## src/pkg/lsf_pkg.sv

```systemverilog
// Purpose: constants and carriers for the lin/uart status and flag bank
// Assumes: 8-bit register port, byte offsets as printed
// Notes:   control register included so the command decode has a source
package lsf_pkg;
  localparam logic [7:0] CTRL_OFF   = 8'hc8;
  localparam logic [7:0] STAT_OFF   = 8'hc9;
  localparam logic [7:0] IEN_OFF    = 8'hca;
  localparam logic [7:0] ERR_OFF    = 8'hcb;
  localparam logic [7:0] DATA_OFF   = 8'hd2;
  localparam logic [7:0] CTRL_RST   = 8'h00;
  localparam logic [7:0] STAT_RST   = 8'h00;
  localparam logic [7:0] IEN_RST    = 8'h00;
  localparam logic [7:0] ERR_RST    = 8'h00;
  localparam logic [7:0] DATA_RST   = 8'h00;
  // control register fields
  localparam int CTRL_ENA_BIT  = 3;
  localparam int CTRL_UART_BIT = 2;
  // status register fields
  localparam int ST_IDST_LSB   = 5;
  localparam int ST_BUSY_BIT   = 4;
  localparam int ST_ERR_BIT    = 3;
  localparam int ST_ID_BIT     = 2;
  localparam int ST_TX_BIT     = 1;
  localparam int ST_RX_BIT     = 0;
  // enable register fields
  localparam int EN_ERR_BIT    = 3;
  localparam int EN_ID_BIT     = 2;
  localparam int EN_TX_BIT     = 1;
  localparam int EN_RX_BIT     = 0;
  localparam logic [7:0] IEN_MASK = 8'h0f;
  // error register bit positions
  localparam int ER_ABORT = 7;
  localparam int ER_TOUT  = 6;
  localparam int ER_OVR   = 5;
  localparam int ER_FRM   = 4;
  localparam int ER_SYNC  = 3;
  localparam int ER_PAR   = 2;
  localparam int ER_CSUM  = 1;
  localparam int ER_BIT   = 0;
  // special identifiers
  localparam logic [5:0] ID_60 = 6'h3c;

  typedef enum logic [2:0] {
    LSF_CMD_RX_HDR  = 3'b000,
    LSF_CMD_TX_HDR  = 3'b001,
    LSF_CMD_RX_RSP  = 3'b010,
    LSF_CMD_TX_RSP  = 3'b011,
    LSF_CMD_UART_OFF = 3'b100
  } lsf_cmd_e;

  typedef struct packed {
    logic       abort;
    logic       timeout;
    logic       overrun;
    logic       framing;
    logic       sync;
    logic       parity;
    logic       checksum;
    logic       bit_err;
  } lsf_err_s;

  typedef struct packed {
    logic       id_rcvd;
    logic       hdr_tx_done;
    logic       rsp_tx_done;
    logic       rsp_rx_done;
    logic       busy;
    logic [5:0] ident;
  } lsf_evt_s;

  typedef struct packed {
    logic rx_header;
    logic tx_header;
    logic rx_response;
    logic tx_response;
    logic uart_off;
    logic uart_rx_en;
    logic uart_tx_en;
  } lsf_cmd_s;
endpackage

```

## src/hw/lsf_flags.sv

```systemverilog
// Purpose: status, interrupt enable and error flag bank of a lin/uart controller
// Assumes: event inputs are one-cycle pulses from the frame engine except busy, a level, synchronous
// Notes:   reads return data one cycle after the read strobe
//
// Added by the designer: the plain strobed port.
`timescale 1ns/1ps
module lsf_flags
  import lsf_pkg::*;
(
  input  wire logic       clk_i,
  input  wire logic       rst_i,
  input  wire logic [7:0] addr_i,
  input  wire logic [7:0] wdata_i,
  input  wire logic       wr_i,
  input  wire logic       rd_i,
  output logic      [7:0] rdata_o,
  input  wire lsf_evt_s   evt_i,
  input  wire lsf_err_s   err_i,
  output lsf_cmd_s        cmd_o,
  output logic            irq_err_o,
  output logic            irq_ok_o
);

  logic [7:0] ctrl_reg;
  logic [7:0] ctrl_next;
  logic [2:0] flag_reg;   // id, tx, rx
  logic [2:0] flag_next;
  logic [7:0] ien_reg;
  logic [7:0] ien_next;
  logic [7:0] err_reg;
  logic [7:0] err_next;
  logic [2:0] idst_reg;
  logic [2:0] idst_next;
  logic       busy_reg;
  logic [7:0] rdata_reg;
  logic [7:0] rdata_next;
  lsf_cmd_s   cmd_reg;
  lsf_cmd_s   cmd_next;
  logic       irq_err_reg;
  logic       irq_ok_reg;

  // decode
  wire        sel_ctrl   = addr_i == CTRL_OFF;
  wire        sel_stat   = addr_i == STAT_OFF;
  wire        sel_ien    = addr_i == IEN_OFF;
  wire        sel_err    = addr_i == ERR_OFF;
  wire        sel_data   = addr_i == DATA_OFF;
  wire        uart_mode  = ctrl_reg[CTRL_UART_BIT];
  wire        ctl_ena    = ctrl_reg[CTRL_ENA_BIT];
  wire [2:0]  code       = ctrl_reg[2:0];
  wire        err_sum    = |err_reg;

  wire        wr_stat    = wr_i && sel_stat;
  // summary clear: write-one or uart data read
  wire        err_clr    = (wr_stat && wdata_i[ST_ERR_BIT])
                         || (rd_i && sel_data && uart_mode);
  wire        dat_wr_clr = wr_i && sel_data && uart_mode;
  wire [2:0]  flag_w1c   = wr_stat ? wdata_i[2:0] : 3'h0;
  wire [2:0]  flag_clr   = flag_w1c | {1'b0, dat_wr_clr, dat_wr_clr};

  // abort recorded when an enabled controller in lin mode is switched to rx header
  wire        abort_cmd  = wr_i && sel_ctrl && wdata_i[CTRL_ENA_BIT]
                         && !wdata_i[CTRL_UART_BIT] && wdata_i[2:0] == 3'h0
                         && ctl_ena && !uart_mode;

  wire [7:0]  err_set    = {err_i.abort | abort_cmd, err_i.timeout, err_i.overrun,
                            err_i.framing, err_i.sync, err_i.parity,
                            err_i.checksum, err_i.bit_err};
  // set beats clear so a same-cycle event is kept
  assign err_next  = err_set | (err_clr ? 8'h00 : err_reg);

  wire [2:0]  flag_set   = {evt_i.id_rcvd | evt_i.hdr_tx_done,
                            evt_i.rsp_tx_done, evt_i.rsp_rx_done};
  assign flag_next = flag_set | (flag_reg & ~flag_clr);

  function automatic logic [2:0] id_status(input logic [5:0] id);
    id_status = (id[5:2] == ID_60[5:2]) ? {1'b1, id[1:0]} : 3'b000;
  endfunction

  assign idst_next = (evt_i.id_rcvd | evt_i.hdr_tx_done) ? id_status(evt_i.ident)
                   : idst_reg;

  assign ctrl_next = (wr_i && sel_ctrl) ? wdata_i : ctrl_reg;
  assign ien_next  = (wr_i && sel_ien) ? (wdata_i & IEN_MASK) : ien_reg;

  // command decode; nothing issued while disabled
  always_comb begin
    cmd_next = '0;
    if (ctl_ena) begin
      if (uart_mode) begin
        cmd_next.uart_off   = code == LSF_CMD_UART_OFF;
        cmd_next.uart_rx_en = code[2] & code[1];
        cmd_next.uart_tx_en = code[2] & code[0];
      end else begin
        case (code)
          LSF_CMD_RX_HDR: cmd_next.rx_header   = 1'b1;
          LSF_CMD_TX_HDR: cmd_next.tx_header   = 1'b1;
          LSF_CMD_RX_RSP: cmd_next.rx_response = 1'b1;
          LSF_CMD_TX_RSP: cmd_next.tx_response = 1'b1;
          default:        cmd_next = '0;
        endcase
      end
    end
  end

  wire [7:0] stat_view = {idst_reg, busy_reg, err_sum, flag_reg};

  always_comb begin
    rdata_next = 8'h00;
    if (rd_i) begin
      case (addr_i)
        CTRL_OFF: rdata_next = ctrl_reg;
        STAT_OFF: rdata_next = stat_view;
        IEN_OFF:  rdata_next = ien_reg;
        ERR_OFF:  rdata_next = err_reg;
        default:  rdata_next = 8'h00;
      endcase
    end
  end

  // interrupt levels from next state so they track flags exactly
  wire irq_err_next = |err_next && ien_next[EN_ERR_BIT];
  wire irq_ok_next  = |(flag_next & ien_next[2:0]);

  // software-owned registers
  always_ff @(posedge clk_i) begin
    if (rst_i) begin
      ctrl_reg <= CTRL_RST;
      ien_reg  <= IEN_RST;
    end else begin
      ctrl_reg <= ctrl_next;
      ien_reg  <= ien_next;
    end
  end

  // hardware-set flags
  always_ff @(posedge clk_i) begin
    if (rst_i) begin
      flag_reg <= 3'h0;
      err_reg  <= ERR_RST;
    end else begin
      flag_reg <= flag_next;
      err_reg  <= err_next;
    end
  end

  // frame status mirrors
  always_ff @(posedge clk_i) begin
    if (rst_i) begin
      idst_reg <= 3'h0;
      busy_reg <= 1'b0;
    end else begin
      idst_reg <= idst_next;
      busy_reg <= evt_i.busy;
    end
  end

  // registered outputs
  always_ff @(posedge clk_i) begin
    if (rst_i) begin
      rdata_reg   <= 8'h00;
      cmd_reg     <= '0;
      irq_err_reg <= 1'b0;
      irq_ok_reg  <= 1'b0;
    end else begin
      rdata_reg   <= rdata_next;
      cmd_reg     <= cmd_next;
      irq_err_reg <= irq_err_next;
      irq_ok_reg  <= irq_ok_next;
    end
  end

  assign rdata_o   = rdata_reg;
  assign cmd_o     = cmd_reg;
  assign irq_err_o = irq_err_reg;
  assign irq_ok_o  = irq_ok_reg;
endmodule

```

## config.mk

```make
export PLATFORM = sky130hd
export DESIGN_NAME = lsf_flags
export DESIGN_NICKNAME = d
export VERILOG_FILES = /design/src/pkg/lsf_pkg.sv /design/src/hw/lsf_flags.sv
export SDC_FILE = /design/constraint.sdc
export NUM_CORES = 1
export LEC_CHECK = 0
export BUFFER_PORTS_ARGS = -buffer_cell sky130_fd_sc_hd__buf_2
export CAP_MARGIN = 30
export CELL_PAD_IN_SITES_DETAIL_PLACEMENT = 0
export CELL_PAD_IN_SITES_GLOBAL_PLACEMENT = 1
export CORE_MARGIN = 4
export CORE_UTILIZATION = 40
export CTS_CLUSTER_DIAMETER = 50
export DETAILED_ROUTE_END_ITERATION = 12
export PLACE_DENSITY_LB_ADDON = 0.2
export SLEW_MARGIN = 40
export SYNTH_ARGS = -nofsm -noshare
export SYNTH_HDL_FRONTEND = slang
export SYNTH_SLANG_ARGS = --single-unit
```

## constraint.sdc

```tcl
create_clock -name clk_i -period 2.75 [get_ports clk_i]
set_input_delay 0.55 -clock clk_i [delete_from_list [all_inputs] [get_ports clk_i]]
set_output_delay 0.55 -clock clk_i [all_outputs]
set_load 0.01 [all_outputs]
```

==> flow_results.org <==
** Status
- The flow ran to the end, and the final reports show no timing, DRC or antenna violations.

** Worst setup path
- For the worst flop-to-flop path, the logic depth is 4.
- The largest single stage delay on the critical path is 0.37 ns.
- Setup slack on the worst reg-to-reg path comes out at 1.31 ns.
- CP Class :: primary input to flop
- Category of the worst setup path launch point :: primary input
- The signal on the critical path passes through buf_2 -> and2b_1 -> nand4_1 -> a21boi_0 -> nor3_1 -> or3_1.
- Largest fanout on the critical path :: 19
- Critical path arrival :: 2.04 ns
- The startpoint identified for the worst register-to-register timing path is ctrl_reg[2].
- Type of element capturing the critical path :: flop
- For the worst setup path, the data required time is 2.93 ns.
- On the critical path, the stage with the largest delay is an instance of sky130_fd_sc_hd__or3_1.
- The endpoint identified for the worst register-to-register timing path is irq_ok_o.

** Floorplan
- # IOs :: 56
- Effective utilization at floorplan :: 0.412
- Area of the core region :: 4320 um^2
- Y dimension of the die :: 74.8 um
- Row Count :: 24
- Width of the chip :: 74.8 um
- Die ar. :: 5590 um^2

** Synth
- Of all cell types, the one taking the most synthesized area is sky130_fd_sc_hd__dfxtp_1.
- After synthesis the netlist holds a flip-flop and latch count of 44.
- The synthesized netlist occupies a cell area of 1780 um^2.
- Count of unique library cells instantiated by Yosys :: 37
- The share of synthesized area in the top cell type comes to 0.494.
- By area the synthesized netlist is led by sky130_fd_sc_hd__dfxtp_1 (49%), sky130_fd_sc_hd__nor2_1 (6.9%), sky130_fd_sc_hd__a21oi_1 (4.8%).
- Post-synth ARST share :: 0
- Warnings from Yosys :: 0
- Syn Area/Cell :: 9.59 um^2
- Cell count after synthesis :: 186
- Number of enable flip-flop cells after synthesis :: 0
- Net count of the mapped netlist :: 225
- In the synthesized netlist the dominant register cell turns out to be sky130_fd_sc_hd__dfxtp_1.
- The share of the Yosys chip area taken by registers is 0.494.

** Power
- The completed layout was analyzed and its total power is 1.17 mW.
- Net Switching :: 274 uW
- Peak ir drop on the vdd network :: 0.000237 V
- Cell internal power dissipation :: 896 uW
- Share of total power in sequential cells :: 0.565
- For this design the static power due to leakage is 0.931 nW.
- Power density of the placed cells :: 541 nW/um^2
- Of the total power, the share spent switching nets is 0.234.
- Combinational power share :: 0.080
- Of the total power, the clock network draws 0.356.

** CTS
- Longest Clk Path Bufs :: 2
- Clock-pin slew was measured on the worst setup and hold paths at 0.08 ns.
- Buffers added to address setup during post-CTS repair amount to 0.
- For this design, the CTS-stage hold fixing added 0 buffers.
- TritonCTS sink count :: 44
- In this run the number of H-tree levels came out at 2.
- Clock tree synthesis inserted a total of 5 buffers.
- The cell sitting at the root of the clock tree is a sky130_fd_sc_hd__clkbuf_8.
- Resized Gates After CTS :: 0
- TritonCTS built the clock tree.
- Clock latency at the later pin of the worst-skew pair :: 0.29 ns

** Placed design
- Final weighted congestion of routability-driven global placement :: 0.811
- Number of input and output port buffers inserted :: 55
- HPWL reported at the end of detailed placement :: 3.17 mm

** Hold path
- For hold timing, the worst endpoint is busy_reg.
- The worst hold path was traced through 2 stages.
- Worst hold path type :: primary input to flop
- Critical hold path startpoint :: evt_i[6]

** GRT
- Gr ovfl total :: 0
- Entering global routing, the biggest net connects 35 pins.
- GRT Overall Usage :: 0.155
- Global-route wire length before repair :: 6.49 mm
- Initial antenna violation count :: 0
- The number of global-route vias before repair was 1381.

** Timing
- Normalized max-slew margin :: 0.588
- The count of pins over their slew limit is 0.
- Period utilization :: 0.677
- For this run, the top clock speed supported by timing is 0.537 GHz.
- Post-layout minimum cycle time :: 1.86 ns
- Setup violations remaining at the end of the flow were counted as 0.
- Summed over all failing endpoints, the final setup total negative slack is 0 ns.
- Final hold vios :: 0
- At the pin with the least slew margin, the transition time is 0.618 ns.
- RSZ-0062 raised after global routing :: no
- Between clock sinks in the finished design, the worst skew comes to 0.00183 ns.

** Cells and area
- From synthesis to final layout, the design area changed by 21.2%.
- Post-layout net count :: 278
- Fill cell total of the finished layout :: 439
- Of the cells placed in the final design, the portion with a size suffix greater than 1 is 0.304.
- The repair_antennas step left the layout with diodes totalling 0.
- Final core occ :: 0.500

** Flow run
- Across the run, the number of max-cap violations was 0.

** Drt
- The routed layout has 1520 vias.
- Starting DRT DRC Count :: 57
- Drt drc :: 0
- The count of nets left with antenna violations once routing finished came out at 0.
- After detailed routing, the total wire length is 4.17 mm.
- The first detailed-routing pass took 4 iterations.
- After detailed routing, the average wire length per cell comes to 14.3 um.
- Mean number of vias per cell :: 5.21
routing by layer:
metal	GRT usage	vias up	part of all wire	wire length [um]
met4	0.0534	0	0.013	55
met3	0.0454	7	0.062	258
met2	0.243	43	0.46	1930
met1	0.206	698	0.46	1930
li1	-	772	-	-
met5	0	-	0	0
critical path: cells and delay by family:
kind	cells	cell delay, ns
compound gates	1	0.27
simple gates	4	0.86
buf+inv	1	0.36
cells in the mapped netlist, drive strengths merged, types with 2 or more instances:
master	count
nor2b	5
nand4	6
buf	4
nor2	33
nor4	3
inv	2
a31oi	7
mux4	3
and3	3
nand2	19
or3	2
a22oi	2
nor3	6
and2b	2
a21oi	17
dfxtp	44
a311oi	2
mux2i	8
clkbuf	5
and4bb	2
power by group through the flow:
stage | registers (mW) | logic, mW | clock network [mW]
floorplan | 0.671 | 0.0540 | 0
global placement | 0.676 | 0.0929 | 0
detailed placement | 0.675 | 0.0936 | 0
CTS | 0.660 | 0.0938 | 0.427
global route | 0.662 | 0.104 | 0.453
finish | 0.660 | 0.0933 | 0.416
stage by stage:
step	instances	instance area, um^2	hold slack (ns)	worst slack [ns]
2_1_floorplan	186	1780	0.431	0.954
3_3_place_gp	284	2070	0.448	0.588
3_5_place_dp	284	2070	0.448	0.583
4_1_cts	292	2160	0.457	0.887
5_1_grt	292	2160	0.467	0.769
6_report	292	2160	0.463	0.889
placed cells by master, fill, tap and decap left out, types with 2 or more instances in the layout:
cell type / count
sky130_fd_sc_hd__buf_2: 55
sky130_fd_sc_hd__dfxtp_1: 44
sky130_fd_sc_hd__nor2_1: 33
sky130_fd_sc_hd__nand2_1: 19
sky130_fd_sc_hd__a21oi_1: 17
sky130_fd_sc_hd__mux2i_1: 8
sky130_fd_sc_hd__a31oi_1: 6
sky130_fd_sc_hd__clkbuf_8: 6
sky130_fd_sc_hd__nand4_1: 5
sky130_fd_sc_hd__nor3_1: 5
sky130_fd_sc_hd__nor2b_1: 4
sky130_fd_sc_hd__nor4_1: 3
sky130_fd_sc_hd__and3_1: 3
sky130_fd_sc_hd__mux4_2: 3
sky130_fd_sc_hd__and4bb_1: 2
sky130_fd_sc_hd__and2b_1: 2
sky130_fd_sc_hd__or3_1: 2
sky130_fd_sc_hd__inv_1: 2
sky130_fd_sc_hd__a22oi_1: 2
layout make-up:
class	instances	area, um^2	share of cell area
Clock buffer	7	86.3	0.0400
Clock inverter	1	7.51	0.00347
Inverter	2	7.51	0.00347
Multi-Input combinational cell	131	838	0.388
Sequential cell	44	881	0.408
Tap cell	52	65.1	0.0301
Timing Repair Buffer	55	275	0.127
how the worst max path moves through the flow:
stage	from	end	slack [ns]	cells past startpoint
5_1_grt	addr_i[0]	irq_ok_o	0.77	6
3_3_place_gp	addr_i[5]	irq_ok_o	0.59	6
2_1_floorplan	addr_i[5]	irq_ok_o	0.95	6
4_1_cts	addr_i[0]	irq_ok_o	0.89	6
3_5_place_dp	addr_i[0]	irq_ok_o	0.58	6
6_report	addr_i[0]	irq_ok_o	0.89	6
logic make-up after synthesis:
kind of cell	share of synthesized area
AO/OA/AOI/OAI	0.121
flip-flops	0.494
AND/OR/NAND/NOR	0.266
multiplexers	0.0828
buffers and inverters	0.0358
No activity file was read; power rests on OpenSTA's default activity.
